[src/hdl/tpf_pkg.sv]
// Shared constants for the teletext page request filter
package tpf_pkg;
   // ==========================================
   // Register map (byte addresses)
   localparam logic [7:0] ACQ_CTRL_ADDR = 8'h00; // acquisition_control_reg
   localparam logic [7:0] REQ_PTR_ADDR = 8'h04;  // request_pointer_reg
   localparam logic [7:0] REQ_DATA_ADDR = 8'h08; // request_data_port
   localparam logic [7:0] STATUS_ADDR = 8'h0c;
   localparam int ADDR_W = 8;
   // ==========================================
   // Control fields
   localparam int CTRL_EXT_DIS_BIT = 0;          // extension_capture_disable
   localparam int CTRL_ACQ_EN_BIT = 1;
   localparam logic [1:0] CTRL_RESET = 2'h2;
   // Pointer fields
   localparam int PTR_COL_LSB = 0;
   localparam int PTR_COL_W = 3;
   localparam int PTR_SLOT_LSB = 4;
   localparam int PTR_SLOT_W = 4;
   // Status fields
   localparam int ST_QUAL_BIT = 0;
   localparam int ST_525_BIT = 1;
   localparam int ST_HIT_BIT = 2;
   localparam int ST_BLOCK_LSB = 4;
   // ==========================================
   // Slot layout
   localparam int NUM_SLOTS = 10;
   localparam int COLS = 8;
   localparam int COL_W = 5;
   localparam int SLOT_W = COLS * COL_W;
   localparam int CARE_BIT = 4;                  // slot_ram_bit 4
   localparam int HOLD_BIT = 3;                  // slot_ram_bit 3
   localparam logic [3:0] MAX_SLOT = 4'h9;
   localparam logic [3:0] PAGE_SLOTS_EXT_OFF = 4'ha;
   localparam logic [3:0] PAGE_SLOTS_EXT_ON = 4'h9;
   localparam logic [COL_W-1:0] COL0_RESET = 5'h08;
   localparam logic [COL_W-1:0] COLN_RESET = 5'h00;
   // Significant digit bits per column 0..6; column 7 carries the mode
   localparam logic [COL_W-1:0] DIGIT_MASK [0:6] = '{5'h07, 5'h0f, 5'h0f, 5'h03,
                                                    5'h0f, 5'h07, 5'h0f};
   localparam logic [COL_W-1:0] MODE_MASK = 5'h03;
   // ==========================================
   // Line timing
   localparam int CLK_HZ = 20_000_000;
   localparam int LINE_625_NS = 64000;
   localparam int LINE_525_NS = 63556;
   localparam int LOCK_TOL_NS = 1000;
   localparam int LINE_625_CYC = LINE_625_NS / (1_000_000_000 / CLK_HZ);
   localparam int LINE_525_CYC = LINE_525_NS / (1_000_000_000 / CLK_HZ);
   localparam int LOCK_TOL_CYC = LOCK_TOL_NS / (1_000_000_000 / CLK_HZ);
   localparam int STD_SPLIT_CYC = (LINE_625_CYC + LINE_525_CYC) / 2;
   localparam int QUAL_LINES = 8;
   localparam int LINE_CNT_W = 12;
   // ==========================================
   // Scanner states
   typedef enum logic [1:0] {SC_IDLE, SC_FETCH, SC_CMP} tpf_scan_t;
endpackage

[src/hdl/tpf_slot_ram.sv]
// Page request slot memory with column writes and registered slot read
`timescale 1ns/1ps
module tpf_slot_ram #(
   parameter int SLOTS = tpf_pkg::NUM_SLOTS
) (
   input wire logic clk,                              // System clock
   input wire logic rstN,                             // Synchronised reset, active low
   input wire logic wrEn,                             // Column write strobe
   input wire logic [3:0] wrSlot,                     // Slot written
   input wire logic [2:0] wrCol,                      // Column written
   input wire logic [tpf_pkg::COL_W-1:0] wrData,      // Column data
   input wire logic [3:0] rdSlot,                     // Slot read
   output logic [tpf_pkg::SLOT_W-1:0] rdData          // Registered slot contents
);
   logic [tpf_pkg::SLOT_W-1:0] mem_q [0:SLOTS-1];

   // ==========================================
   // Storage, every slot matches any page after reset
   always_ff @(posedge clk or negedge rstN) begin
      if (!rstN) begin
         for (int s = 0; s < SLOTS; s++) begin
            mem_q[s] <= {{(tpf_pkg::COLS-1){tpf_pkg::COLN_RESET}}, tpf_pkg::COL0_RESET};
         end
      end else if (wrEn && (wrSlot < 4'(SLOTS))) begin
         mem_q[wrSlot][wrCol*tpf_pkg::COL_W +: tpf_pkg::COL_W] <= wrData;
      end
   end

   // ==========================================
   // Registered read port
   always_ff @(posedge clk or negedge rstN) begin
      if (!rstN) begin
         rdData <= '0;
      end else if (rdSlot < 4'(SLOTS)) begin
         rdData <= mem_q[rdSlot];
      end else begin
         rdData <= '0;
      end
   end
endmodule

[src/hdl/tpf_page_filter.sv]
// Teletext page request store, header matcher and line lock detector
`timescale 1ns/1ps
// Notes on behaviour
// - Each data port write to slots 0 to 9 stores its low five bits at the pointer, then the pointer advances
// - Writing the pointer sets where later data port writes land
// - Pointer slot field chooses which of ten slots data writes modify
// - Slot values above nine make data port writes store nothing, though the column still advances
// - Ten page slots with extension capture disabled, nine otherwise
// - A digit with its compare enable low is left out of matching
// - A slot with hold low matches no page
// - Slot mode bits choose error checking for packets 1 to 23
// - A page matching several slots goes to the lowest one only
// - After reset every slot matches any page, hold on, mode zero
// - Pages are named by magazine, page and four subcode digits
// - Columns 0 to 6 carry enable, hold, magazine, page and subcode digits; column 7 the mode
// - Subcode digits sit in columns 3 to 6 at their own widths
// - Acquisition follows sync lock and stops on poor signal quality
// - Both 625-line and 525-line transmissions are locked and matched
// - Captured page goes to the block numbered as its slot
module tpf_page_filter #(
   parameter int SLOTS = tpf_pkg::NUM_SLOTS
) (
   input wire logic clk,                    // 20 MHz clock
   input wire logic resetn,                 // Asynchronous reset, active low
   input wire logic psel,                   // APB select
   input wire logic penable,                // APB access phase
   input wire logic pwrite,                 // APB direction
   input wire logic [7:0] paddr,            // APB byte address
   input wire logic [31:0] pwdata,          // APB write data
   output logic [31:0] prdata,              // APB read data
   output logic pready,                     // APB ready
   output logic pslverr,                    // APB error on unmapped address
   input wire logic composite_sync_in,      // Composite sync, positive going
   input wire logic headerStrobe,           // One cycle pulse with a page header
   input wire logic [2:0] hundreds_digit,   // Received magazine
   input wire logic [3:0] page_tens_digit,  // Received page tens
   input wire logic [3:0] page_units_digit, // Received page units
   input wire logic [1:0] hours_tens_digit, // Received hours tens
   input wire logic [3:0] hours_units_digit, // Received hours units
   input wire logic [2:0] minutes_tens_digit, // Received minutes tens
   input wire logic [3:0] minutes_units_digit, // Received minutes units
   output logic captureStrobe,              // One cycle pulse on a capture
   output logic [3:0] captureBlock,         // Memory block of the capture
   output logic check_mode_hi,              // Mode bit 1 for packets 1 to 23
   output logic check_mode_lo,              // Mode bit 0 for packets 1 to 23
   output logic acqEnabled                  // Acquisition running
);
   logic rstMeta_q, rstSync_q;
   logic [1:0] ctrl_q;
   logic [3:0] ptrSlot_q;
   logic [2:0] ptrCol_q;
   logic accessDone, wrCtrl, wrPtr, wrData, mapped;
   logic [31:0] rdValue;
   logic syncPrev_q;
   logic [tpf_pkg::LINE_CNT_W-1:0] lineCnt_q;
   logic [3:0] qualCnt_q;
   logic is525_q, lastHit_q;
   tpf_pkg::tpf_scan_t scan_q;
   logic [3:0] scanSlot_q, slotLimit;
   logic [tpf_pkg::SLOT_W-1:0] slotData;
   logic [tpf_pkg::SLOT_W-1:0] hdr_q;
   logic slotMatch;

   // ==========================================
   // Reset release through two flip-flops
   always_ff @(posedge clk or negedge resetn) begin
      if (!resetn) begin
         rstMeta_q <= 1'b0;
         rstSync_q <= 1'b0;
      end else begin
         rstMeta_q <= 1'b1;
         rstSync_q <= rstMeta_q;
      end
   end

   // ==========================================
   // APB decode; one wait state, write lands at the ready edge
   function automatic logic addrIs(input logic [7:0] a, input logic [7:0] ref_a);
      addrIs = (a == ref_a);
   endfunction

   assign accessDone = psel && penable && pready;
   assign mapped = addrIs(paddr, tpf_pkg::ACQ_CTRL_ADDR) || addrIs(paddr, tpf_pkg::REQ_PTR_ADDR)
                || addrIs(paddr, tpf_pkg::REQ_DATA_ADDR) || addrIs(paddr, tpf_pkg::STATUS_ADDR);
   assign wrCtrl = accessDone && pwrite && addrIs(paddr, tpf_pkg::ACQ_CTRL_ADDR);
   assign wrPtr = accessDone && pwrite && addrIs(paddr, tpf_pkg::REQ_PTR_ADDR);
   assign wrData = accessDone && pwrite && addrIs(paddr, tpf_pkg::REQ_DATA_ADDR);

   // Read mux; the data port is write only and reads zero
   always_comb begin
      rdValue = '0;
      if (addrIs(paddr, tpf_pkg::ACQ_CTRL_ADDR)) begin
         rdValue[1:0] = ctrl_q;
      end else if (addrIs(paddr, tpf_pkg::REQ_PTR_ADDR)) begin
         rdValue[tpf_pkg::PTR_COL_LSB +: tpf_pkg::PTR_COL_W] = ptrCol_q;
         rdValue[tpf_pkg::PTR_SLOT_LSB +: tpf_pkg::PTR_SLOT_W] = ptrSlot_q;
      end else if (addrIs(paddr, tpf_pkg::STATUS_ADDR)) begin
         rdValue[tpf_pkg::ST_QUAL_BIT] = acqEnabled;
         rdValue[tpf_pkg::ST_525_BIT] = is525_q;
         rdValue[tpf_pkg::ST_HIT_BIT] = lastHit_q;
         rdValue[tpf_pkg::ST_BLOCK_LSB +: 4] = captureBlock;
      end
   end

   // Bus answer registers
   always_ff @(posedge clk or negedge rstSync_q) begin
      if (!rstSync_q) begin
         pready <= 1'b0;
         pslverr <= 1'b0;
         prdata <= '0;
      end else if (psel && penable && !pready) begin
         pready <= 1'b1;
         pslverr <= !mapped;
         prdata <= pwrite ? 32'h0000_0000 : rdValue;
      end else begin
         pready <= 1'b0;
         pslverr <= 1'b0;
      end
   end

   // ==========================================
   // Control register
   always_ff @(posedge clk or negedge rstSync_q) begin
      if (!rstSync_q) begin
         ctrl_q <= tpf_pkg::CTRL_RESET;
      end else if (wrCtrl) begin
         ctrl_q <= pwdata[1:0];
      end
   end

   // Request pointer; set by a write, advanced by each data write
   always_ff @(posedge clk or negedge rstSync_q) begin
      if (!rstSync_q) begin
         ptrSlot_q <= 4'h0;
         ptrCol_q <= 3'h0;
      end else if (wrPtr) begin
         ptrCol_q <= pwdata[tpf_pkg::PTR_COL_LSB +: tpf_pkg::PTR_COL_W];
         ptrSlot_q <= pwdata[tpf_pkg::PTR_SLOT_LSB +: tpf_pkg::PTR_SLOT_W];
      end else if (wrData) begin
         ptrCol_q <= ptrCol_q + 3'h1;
      end
   end

   // ==========================================
   // Line lock: sync edges must fall within tolerance of a line period
   always_ff @(posedge clk or negedge rstSync_q) begin
      if (!rstSync_q) begin
         syncPrev_q <= 1'b0;
         lineCnt_q <= '0;
         qualCnt_q <= 4'h0;
         is525_q <= 1'b0;
      end else begin
         syncPrev_q <= composite_sync_in;
         if (composite_sync_in && !syncPrev_q) begin
            lineCnt_q <= '0;
            if ((lineCnt_q >= 12'(tpf_pkg::LINE_525_CYC - tpf_pkg::LOCK_TOL_CYC))
                && (lineCnt_q <= 12'(tpf_pkg::LINE_625_CYC + tpf_pkg::LOCK_TOL_CYC))) begin
               is525_q <= (lineCnt_q < 12'(tpf_pkg::STD_SPLIT_CYC));
               if (qualCnt_q < 4'(tpf_pkg::QUAL_LINES)) begin
                  qualCnt_q <= qualCnt_q + 4'h1;
               end
            end else begin
               qualCnt_q <= 4'h0;
            end
         end else if (lineCnt_q > 12'(tpf_pkg::LINE_625_CYC + tpf_pkg::LOCK_TOL_CYC)) begin
            lineCnt_q <= '0;
            qualCnt_q <= 4'h0;
         end else begin
            lineCnt_q <= lineCnt_q + 12'h001;
         end
      end
   end

   // Acquisition gate from control and signal quality
   always_ff @(posedge clk or negedge rstSync_q) begin
      if (!rstSync_q) begin
         acqEnabled <= 1'b0;
      end else begin
         acqEnabled <= ctrl_q[tpf_pkg::CTRL_ACQ_EN_BIT]
                       && (qualCnt_q == 4'(tpf_pkg::QUAL_LINES));
      end
   end

   // ==========================================
   // Slot memory
   tpf_slot_ram #(.SLOTS(SLOTS)) u_tpf_slot_ram (
      .clk(clk),
      .rstN(rstSync_q),
      .wrEn(wrData && (ptrSlot_q <= tpf_pkg::MAX_SLOT)),
      .wrSlot(ptrSlot_q),
      .wrCol(ptrCol_q),
      .wrData(pwdata[tpf_pkg::COL_W-1:0]),
      .rdSlot(scanSlot_q),
      .rdData(slotData)
   );

   // ==========================================
   // Header match against one slot
   assign slotLimit = ctrl_q[tpf_pkg::CTRL_EXT_DIS_BIT] ? tpf_pkg::PAGE_SLOTS_EXT_OFF
                                                        : tpf_pkg::PAGE_SLOTS_EXT_ON;
   always_comb begin
      logic [tpf_pkg::COL_W-1:0] col, hcol;
      col = '0;
      hcol = '0;
      slotMatch = slotData[tpf_pkg::HOLD_BIT];
      for (int c = 0; c < tpf_pkg::COLS - 1; c++) begin
         col = slotData[c*tpf_pkg::COL_W +: tpf_pkg::COL_W];
         hcol = hdr_q[c*tpf_pkg::COL_W +: tpf_pkg::COL_W];
         if (col[tpf_pkg::CARE_BIT] && ((col & tpf_pkg::DIGIT_MASK[c])
             != (hcol & tpf_pkg::DIGIT_MASK[c]))) begin
            slotMatch = 1'b0;
         end
      end
   end

   // Scan slots in ascending order, first hit wins
   always_ff @(posedge clk or negedge rstSync_q) begin
      if (!rstSync_q) begin
         scan_q <= tpf_pkg::SC_IDLE;
         scanSlot_q <= 4'h0;
         hdr_q <= '0;
      end else begin
         case (scan_q)
            tpf_pkg::SC_IDLE: begin
               if (headerStrobe && acqEnabled) begin
                  // Pack as slot columns 0..6: magazine, page, subcode
                  hdr_q <= {5'h00, 1'b0, minutes_units_digit, 2'h0, minutes_tens_digit,
                            1'b0, hours_units_digit, 3'h0, hours_tens_digit,
                            1'b0, page_units_digit, 1'b0, page_tens_digit,
                            2'h0, hundreds_digit};
                  scanSlot_q <= 4'h0;
                  scan_q <= tpf_pkg::SC_FETCH;
               end
            end
            tpf_pkg::SC_FETCH: begin
               scan_q <= tpf_pkg::SC_CMP;
            end
            tpf_pkg::SC_CMP: begin
               if (slotMatch || (scanSlot_q + 4'h1 >= slotLimit)) begin
                  scan_q <= tpf_pkg::SC_IDLE;
               end else begin
                  scanSlot_q <= scanSlot_q + 4'h1;
                  scan_q <= tpf_pkg::SC_FETCH;
               end
            end
            default: begin
               scan_q <= tpf_pkg::SC_IDLE;
            end
         endcase
      end
   end

   // Capture result towards the page memory writer
   always_ff @(posedge clk or negedge rstSync_q) begin
      if (!rstSync_q) begin
         captureStrobe <= 1'b0;
         captureBlock <= 4'h0;
         check_mode_hi <= 1'b0;
         check_mode_lo <= 1'b0;
         lastHit_q <= 1'b0;
      end else begin
         captureStrobe <= 1'b0;
         if ((scan_q == tpf_pkg::SC_CMP) && slotMatch) begin
            captureStrobe <= 1'b1;
            captureBlock <= scanSlot_q;
            check_mode_hi <= slotData[(tpf_pkg::COLS-1)*tpf_pkg::COL_W + 1];
            check_mode_lo <= slotData[(tpf_pkg::COLS-1)*tpf_pkg::COL_W];
            lastHit_q <= 1'b1;
         end else if ((scan_q == tpf_pkg::SC_IDLE) && headerStrobe && acqEnabled) begin
            lastHit_q <= 1'b0;
         end
      end
   end
endmodule

[config.mk]
export PLATFORM = sky130hd
export DESIGN_NAME = tpf_page_filter
export DESIGN_NICKNAME = d
export VERILOG_FILES = /design/src/hdl/tpf_pkg.sv /design/src/hdl/tpf_slot_ram.sv /design/src/hdl/tpf_page_filter.sv
export SDC_FILE = /design/constraint.sdc
export NUM_CORES = 1
export LEC_CHECK = 0
export BUFFER_PORTS_ARGS = -buffer_cell sky130_fd_sc_hd__buf_2
export CAP_MARGIN = 30
export CORE_MARGIN = 2
export CORE_UTILIZATION = 50
export CTS_BUF_LIST = sky130_fd_sc_hd__clkbuf_4
export DETAILED_ROUTE_END_ITERATION = 8
export GPL_TIMING_DRIVEN = 0
export PLACE_DENSITY = 0.67
export SKIP_LAST_GASP = 1
export SYNTH_ARGS = -nofsm -noshare
export SYNTH_HDL_FRONTEND = slang
export SYNTH_SLANG_ARGS = --single-unit
[constraint.sdc]
create_clock -name clk -period 18.3 [get_ports clk]
set_input_delay 1.83 -clock clk [delete_from_list [all_inputs] [get_ports clk]]
set_output_delay 1.83 -clock clk [all_outputs]
set_load 0.03 [all_outputs]
==> results of run 1 <==
[placed cells by master (no fill, tap or decap), types with 5 or more instances in the layout]
cell,instances
nand2_1,298
xor2_1,31
nor2_2,5
o31ai_1,19
dfstp_2,11
a21oi_1,45
nand2b_1,9
o21ai_0,242
ha_1,11
mux2_2,179
nor2_1,35
dfrtp_1,439
mux4_2,68
nand3_2,14
buf_6,6
or2_2,5
buf_2,73
clkinv_1,14
and3_1,11
and2_1,5
buf_16,6
nor2b_1,7
clkbuf_4,187
nand3_1,46
a221oi_1,34
inv_1,14
clkbuf_1,83
buf_4,28
mux2i_1,8
nor3_1,5
conb_1,27
[metrics by stage]
| step | worst slack, ns | util [%] | instances |
|---|---|---|---|
| 2_1_floorplan | 4.82 | - | 1756 |
| 3_3_place_gp | 0.170 | 53.5 | 2342 |
| 3_5_place_dp | 13.75 | 54.2 | 2356 |
| 4_1_cts | 14.61 | 58.0 | 2562 |
| 5_1_grt | 14.50 | 58.0 | 2565 |
| 6_report | 14.43 | 58.0 | 2565 |
[worst reg2reg max path: cells and delay by family (launching register included)]
kind | cells | cell delay (ns)
fa+ha+maj | 1 | 0.41
buf+inv | 4 | 1.19
flops | 1 | 0.51
mux | 1 | 0.38
simple gates | 2 | 1.00
[final cells by class]
class | instances | area, sq um | area share [%]
clock buffers | 187 | 1400 | 6.06
diodes | 2 | 5.00 | 0.0216
well taps | 525 | 657 | 2.84
clock inverters | 19 | 103 | 0.443
inverters | 15 | 56.3 | 0.243
plain buffers | 129 | 613 | 2.65
repair buffers | 76 | 582 | 2.51
flip-flops and latches | 451 | 11300 | 48.8
multi-input cells | 1161 | 8440 | 36.4
[state kept, by name (all words and copies together) (netlist names), 2 cells and up]
name                   cells
qualCnt_q                  4
prdata                     7
ptrSlot_q                  4
hdr_q                     24
scanSlot_q                 4
scan_q                     2
ptrCol_q                   3
u_tpf_slot_ram.rdData     34
ctrl_q                     2
u_tpf_slot_ram.mem_q     340
captureBlock               4
lineCnt_q                 12
[metal layers]
layer / part of all wire, % / track usage (%) / vias up
met5: 0.023 / 0 / -
met4: 3.5 / 11.5 / 2
met3: 7.6 / 5.97 / 133
met2: 47 / 43.5 / 660
met1: 42 / 36.4 / 7350
li1: - / - / 6643
[worst max-delay path by stage]
stage | to | startpoint | depth (start not counted) | slack, ns
final | u_tpf_slot_ram.mem_q[80] | paddr[1] | 7 | 14.43
after global routing | u_tpf_slot_ram.mem_q[80] | paddr[1] | 7 | 14.50
after CTS | u_tpf_slot_ram.mem_q[81] | paddr[1] | 7 | 14.61
after detailed placement | u_tpf_slot_ram.mem_q[81] | paddr[1] | 7 | 13.75
after global placement | hdr_q[1] | rstSync_q | 0 | 0.17
after floorplan | acqEnabled | rstSync_q | 0 | 4.82
[power breakdown]
group          switching, mW  leakage (nW)  internal, mW
logic                 0.0449          3.78        0.0154
clock network          0.405         0.912         0.471
registers            0.00364          6.23         0.998
total                  0.454          10.9          1.48
[logic make-up (layout without fill, tap and decap cells)]
| kind of cell | Yosys count | after routing | share of synthesized area, % |
|---|---|---|---|
| compound gates | 364 | 364 | 10.2 |
| flops | 451 | 451 | 55.6 |
| fa+ha+maj | 11 | 11 | 0.678 |
| buf+inv | 144 | 426 | 3.30 |
| simple gates | 469 | 469 | 10.8 |
| other cells | 2 | 29 | 0.0370 |
| xor+xnor | 35 | 35 | 1.51 |
| mux | 255 | 255 | 17.9 |
==> insert_results.sql, run 1 <==
INSERT INTO impl_metrics (metric_group, metric, value, unit) VALUES
('min_path', 'timing.hold.worst_path_depth', '0', ''),
('global_routing', 'antenna_violations_before_repair', '3', ''),
('die', 'start_util', '50.9', '%'),
('yosys', 'synth-seq-cells', '451', ''),
('routing', 'final_antenna_net_count', '0', ''),
('clocking', 'clock_buffer_count_from_cts', '115', ''),
('timing', 'worst_hold_slack_after_final_layout', '0.355', 'ns'),
('timing', 'final_max_slew_viol_count', '0', ''),
('critical_path', 'timing.critical_path.required', '19.00', 'ns'),
('clocking', 'tritoncts', 'done', ''),
('critical_path', 'setup.reg_to_reg.worst_slack', '14.68', 'ns'),
('place', 'placement.cell_area', '0.0216', 'sq mm'),
('final_layout', 'final_layout_size_suffix_gt1_share', '29.7', '%'),
('yosys', 'synth_ff_type', 'dfrtp_1', ''),
('yosys', 'yosysWarnings', '0', ''),
('timing', 'min_period', '3.87', 'ns'),
('timing', 'max_freq', '258', 'MHz'),
('yosys', 'synth_edf_count', '0', ''),
('power_and_ir_drop', 'design_power_total', '1.94', 'mW'),
('final_layout', 'fillerInstances', '3355', ''),
('routing', 'drc', '0', ''),
('die', 'fp.dieH', '206', 'um'),
('timing', 'final-hold-violation-count', '0', ''),
('yosys', 'synth.cells.most_frequent', 'dfrtp_1 (440), nand2_1 (298), o21ai_0 (242)', ''),
('critical_path', 'rr_worst_depth', '8', ''),
('timing', 'timing.slew.headroom', '28.6', '%'),
('critical_path', 'critPathTopFamily', 'simple AND/OR/NAND/NOR gates', ''),
('critical_path', 'crit_path_start_kind', 'input pin', ''),
('run_status', 'outcome', 'complete, no violations', ''),
('yosys', 'synth_top_area_share', '54.2', '%'),
('critical_path', 'regToRegEndpoint', 'u_tpf_slot_ram.mem_q[181]', ''),
('yosys', 'synth_top_area_cell', 'dfrtp_1', ''),
('clocking', 'worst_skew_pair.late_latency', '0.84', 'ns'),
('routing', 'initialDrtViolationCount', '1321', ''),
('clocking', 'post_cts.repair.setup_buffers', '0', ''),
('global_routing', 'grt_pass1_vias', '14903', ''),
('critical_path', 'critPathMaxFanout', '8', ''),
('routing', 'detail_route.wirelength', '55600', 'um'),
('critical_path', 'data_arrival_time_at_the_worst_slack_endpoint', '4.57', 'ns'),
('place', 'gp_congestion', '0.890', ''),
('clocking', 'worst_setup_hold_path_clk_slew', '0.06', 'ns'),
('yosys', 'synth_seq_area_share', '55.6', '%'),
('clocking', 'maximum_root_to_sink_buffer_count', '3', ''),
('critical_path', 'worstReg2RegStart', 'ptrCol_q[0]', ''),
('yosys', 'cell_types_with_the_largest_area_share_after_synthesis', 'dfrtp_1 (54%), mux2_2 (9.9%), mux4_2 (7.5%)', ''),
('min_path', 'worst_hold_path.endpoint', 'rstSync_q', ''),
('die', 'core_area', '0.0399', 'sq mm'),
('timing', 'setup_tns', '0', 'ns'),
('critical_path', 'dominant_cell_type_by_count_on_the_critical_path', 'buf_2', ''),
('timing', 'final.period_utilization', '21.2', '%'),
('critical_path', 'buffers_and_inverters_on_the_worst_path', '2', ''),
('yosys', 'synth.most_common_cell', 'dfrtp_1', ''),
('min_path', 'hold_path_startpoint', 'rstMeta_q', ''),
('die', 'core.rowCount', '73', ''),
('yosys', 'netlist_area', '0.0203', 'sq mm'),
('clocking', 'htree_num_levels', '3', ''),
('min_path', 'min-delay-path-class', 'reg -> reg', ''),
('timing', 'finClkSkew', '0.0640', 'ns'),
('die', 'design.die.area', '0.0423', 'sq mm'),
('critical_path', 'critical_path_s_largest_stage_delay', '0.67', 'ns'),
('routing', 'viasPerCell', '5.77', ''),
('power_and_ir_drop', 'max-vdd-ir-drop', '0.0000533', 'V'),
('power_and_ir_drop', 'p_leak', '10.9', 'nW'),
('job', 'maxCapViolations', '0', ''),
('final_layout', 'fin_area', '0.0232', 'sq mm'),
('die', 'i_o_pins', '113', ''),
('place', 'post-dp-hpwl', '38900', 'um'),
('routing', 'drtPass1Iterations', '6', ''),
('timing', 'worst-slew-pin-transition', '1.07', 'ns'),
('global_routing', 'grt_start_max_net_pins', '74', ''),
('critical_path', 'critical_path.cell_chain', 'buf_2, nor4_4, and4_1, buf_2, nand4_1, nor2_1, mux2_2', '');
(Power assumes the default switching activity.)
==> run 2: changes to the inputs <==
--- a/config.mk
+++ b/config.mk
@@ -12,7 +12,7 @@
 export CTS_BUF_LIST = sky130_fd_sc_hd__clkbuf_4
 export DETAILED_ROUTE_END_ITERATION = 8
 export GPL_TIMING_DRIVEN = 0
-export PLACE_DENSITY = 0.67
+export PLACE_DENSITY = 0.7
 export SKIP_LAST_GASP = 1
 export SYNTH_ARGS = -nofsm -noshare
 export SYNTH_HDL_FRONTEND = slang
==> constraint.sdc (replaced) <==
create_clock -name clk -period 3.5 [get_ports clk]
set_input_delay 0.35 -clock clk [delete_from_list [all_inputs] [get_ports clk]]
set_output_delay 0.35 -clock clk [all_outputs]
set_load 0.03 [all_outputs]
==> insert_results.sql, run 2 (synthesis results as in run 1) <==
INSERT INTO impl_metrics (metric_group, metric, value, unit) VALUES
('die', 'core_area', '0.0399', 'sq mm'),
('power_and_ir_drop', 'clockPowerShare', '45.1', '%'),
('timing', 'max_freq', '285', 'MHz'),
('critical_path', 'worstReg2RegStart', 'ptrCol_q[0]', ''),
('power_and_ir_drop', 'p_int', '7.80', 'mW'),
('global_routing', 'antenna_violations_before_repair', '1', ''),
('timing', 'finClkSkew', '0.0545', 'ns'),
('final_layout', 'seqCellArea', '0.0113', 'sq mm'),
('clocking', 'clock_buffer_count_from_cts', '116', ''),
('global_routing', 'grt_start_max_net_pins', '74', ''),
('routing', 'drc', '0', ''),
('critical_path', 'crit_path_start_kind', 'flip-flop', ''),
('timing', 'setup_slack', '-0.0137', 'ns'),
('place', 'placement.cell_area', '0.0216', 'sq mm'),
('timing', 'setup_tns', '-0.0420', 'ns'),
('die', 'core.rowCount', '73', ''),
('power_and_ir_drop', 'net-switching-power', '2.38', 'mW'),
('run_status', 'outcome', 'complete, but fails checks', ''),
('global_routing', 'grt-ovfl-total', '0', ''),
('clocking', 'root_buffer', 'clkbuf_4', ''),
('routing', 'detail_route.wirelength', '55700', 'um'),
('global_routing', 'wire_length_of_the_first_global_routing_pass', '86200', 'um'),
('final_layout', 'flow.area_growth_from_synthesis', '16.2', '%'),
('min_path', 'min-delay-path-class', 'in -> reg', ''),
('final_layout', 'fillerInstances', '3260', ''),
('power_and_ir_drop', 'p_leak', '11.1', 'nW'),
('final_layout', 'nets', '2073', ''),
('global_routing', 'global_route.usage.total', '27.2', '%'),
('power_and_ir_drop', 'part_of_the_power_in_combinational_logic', '3.5', '%'),
('final_layout', 'most_common_library_cell_in_the_layout_ignoring_fill_and_taps', 'dfrtp_1', ''),
('critical_path', 'startpoint', 'ptrCol_q[0]', ''),
('final_layout', 'fin_area', '0.0236', 'sq mm'),
('critical_path', 'critPathMaxFanout', '10', ''),
('place', 'port_buffers', '61', ''),
('timing', 'finalSetupViolCount', '4', ''),
('die', 'fp.dieH', '206', 'um'),
('place', 'gp_congestion', '0.890', ''),
('timing', 'final.period_utilization', '100', '%'),
('die', 'design.die.area', '0.0423', 'sq mm'),
('final_layout', 'largest_register_ffs', '340', ''),
('critical_path', 'critPathCaptureType', 'flip-flop', ''),
('timing', 'worst-slew-pin-transition', '1.13', 'ns'),
('power_and_ir_drop', 'power.switching_fraction', '23.4', '%'),
('min_path', 'hold_path_startpoint', 'paddr[7]', ''),
('routing', 'initialDrtViolationCount', '1325', ''),
('critical_path', 'timing.critical_path.required', '4.16', 'ns'),
('run_status', 'failed_checks', 'setup timing', ''),
('die', 'i_o_pins', '113', ''),
('final_layout', 'largest-register', 'u_tpf_slot_ram.mem_q', ''),
('timing', 'final_max_slew_viol_count', '0', ''),
('final_layout', 'largest_registers', 'u_tpf_slot_ram.mem_q x340, u_tpf_slot_ram.rdData x34, hdr_q x24', ''),
('job', 'maxCapViolations', '0', ''),
('clocking', 'tritoncts', 'done', ''),
('final_layout', 'layout_common_cells', 'dfrtp_1 (439), nand2_1 (298), o21ai_0 (242)', ''),
('clocking', 'tritoncts_num_sinks', '451', ''),
('power_and_ir_drop', 'relative_contribution_of_sequential_cells_to_total_power', '51.4', '%'),
('timing', 'final-hold-violation-count', '0', ''),
('clocking', 'worst_skew_pair.late_latency', '0.82', 'ns'),
('final_layout', 'total_area_of_multi_input_combinational_cells', '0.00844', 'sq mm'),
('routing', 'wire_per_inst', '21.3', 'um'),
('critical_path', 'criticalPathCategory', 'reg -> reg', ''),
('die', 'start_util', '50.9', '%'),
('place', 'post-dp-hpwl', '38000', 'um'),
('power_and_ir_drop', 'design_power_total', '10.2', 'mW'),
('clocking', 'worst_setup_hold_path_clk_slew', '0.07', 'ns'),
('routing', 'routed-via-count', '14893', ''),
('power_and_ir_drop', 'max-vdd-ir-drop', '0.000200', 'V'),
('critical_path', 'data_arrival_time_at_the_worst_slack_endpoint', '4.17', 'ns'),
('final_layout', 'final_layout_size_suffix_gt1_share', '28.8', '%'),
('timing', 'timing.slew.headroom', '24.5', '%'),
('routing', 'drtPass1Iterations', '5', ''),
('routing', 'viasPerCell', '5.71', ''),
('critical_path', 'setup.reg_to_reg.worst_slack', '-0.01', 'ns'),
('final_layout', 'utilization', '59.1', '%'),
('clocking', 'htree_num_levels', '3', ''),
('timing', 'rsz0062_at_grt', 'yes', ''),
('clocking', 'postCtsResizedCells', '0', ''),
('routing', 'final_antenna_net_count', '0', ''),
('timing', 'min_period', '3.51', 'ns'),
('power_and_ir_drop', 'power_density', '432', 'mW/mm^2'),
('die', 'horizontal_die_dimension', '206', 'um'),
('global_routing', 'grt_pass1_vias', '15242', ''),
('clocking', 'maximum_root_to_sink_buffer_count', '3', '');
-- run 2: cell count changes in the layout (fill, tap and decap cells not counted), sizes merged --
cell	delta
inv	-2
dlygate4sd3	+45
diode	-1
clkinvlp	-1
clkinv	+7
buf	-4
-- run 2: path summary, 6_finish.rpt --
kind,end,cells past startpoint
worst max-delay path,u_tpf_slot_ram.mem_q[192],9
worst min-delay path,prdata[1],6
worst max register to register,u_tpf_slot_ram.mem_q[192],9
worst min register to register,u_tpf_slot_ram.mem_q[287],0
max in group asynchronous,u_tpf_slot_ram.mem_q[363],3
min in group asynchronous,u_tpf_slot_ram.mem_q[287],0
-- run 2: critical path: stages, from the launching register on --
cell and delay, ns:
dfrtp_1 0.52, clkbuf_1 0.34, inv_1 0.23, ha_1 0.34, xor2_1 0.67, and2_1 0.22
clkbuf_1 0.37, nand3_1 0.39, nand2_1 0.17, o21ai_0 0.09
-- run 2: area by class of cell --
cell class	count	area share, %
flip-flops and latches	451	47.9
multi-input cells	1161	35.8
clock buffers	187	5.95
repair buffers	117	4.24
well taps	525	2.78
plain buffers	129	2.60
clock inverters	23	0.498
inverters	15	0.239
diodes	1	0.0106
-- run 2: per-stage QoR --
| stage | hold slack (ns) | worst slack (ns) | instances |
|---|---|---|---|
| after CTS | 0.0262 | 0.0877 | 2607 |
| after floorplan | 0.0544 | -0.906 | 1756 |
| after global placement | 0.136 | -2.38 | 2342 |
| after detailed placement | 0.142 | 0.111 | 2352 |
| final | 0.0876 | -0.0137 | 2609 |
| after global routing | 0.0626 | -0.202 | 2609 |
-- run 2: timing repair --
| action | CTS | global route |
|---|---|---|
| setup endpoints to repair | 0 | 105 |
| hold buffers | 45 | 0 |
| buffers inserted | 0 | 0 |
| endpoints found under the hold margin | 45 | 0 |
-- run 2: power by group through the flow --
stage / combinational, mW / sequential (mW) / clock [mW]
2_1_floorplan: 0.119 / 5.40 / 0
3_3_place_gp: 0.196 / 5.42 / 0
3_5_place_dp: 0.323 / 5.33 / 0
4_1_cts: 0.358 / 5.23 / 4.68
5_1_grt: 0.395 / 5.23 / 4.95
6_report: 0.357 / 5.23 / 4.59
-- run 2: per-layer routing --
| layer | track usage, % | wire length (um) | vias to the layer above |
|---|---|---|---|
| met4 | 12.1 | 2240 | 0 |
| met1 | 36.0 | 22800 | 7399 |
| met5 | 0 | 0 | - |
| met2 | 43.1 | 26400 | 611 |
| li1 | - | - | 6723 |
| met3 | 6.35 | 4220 | 160 |
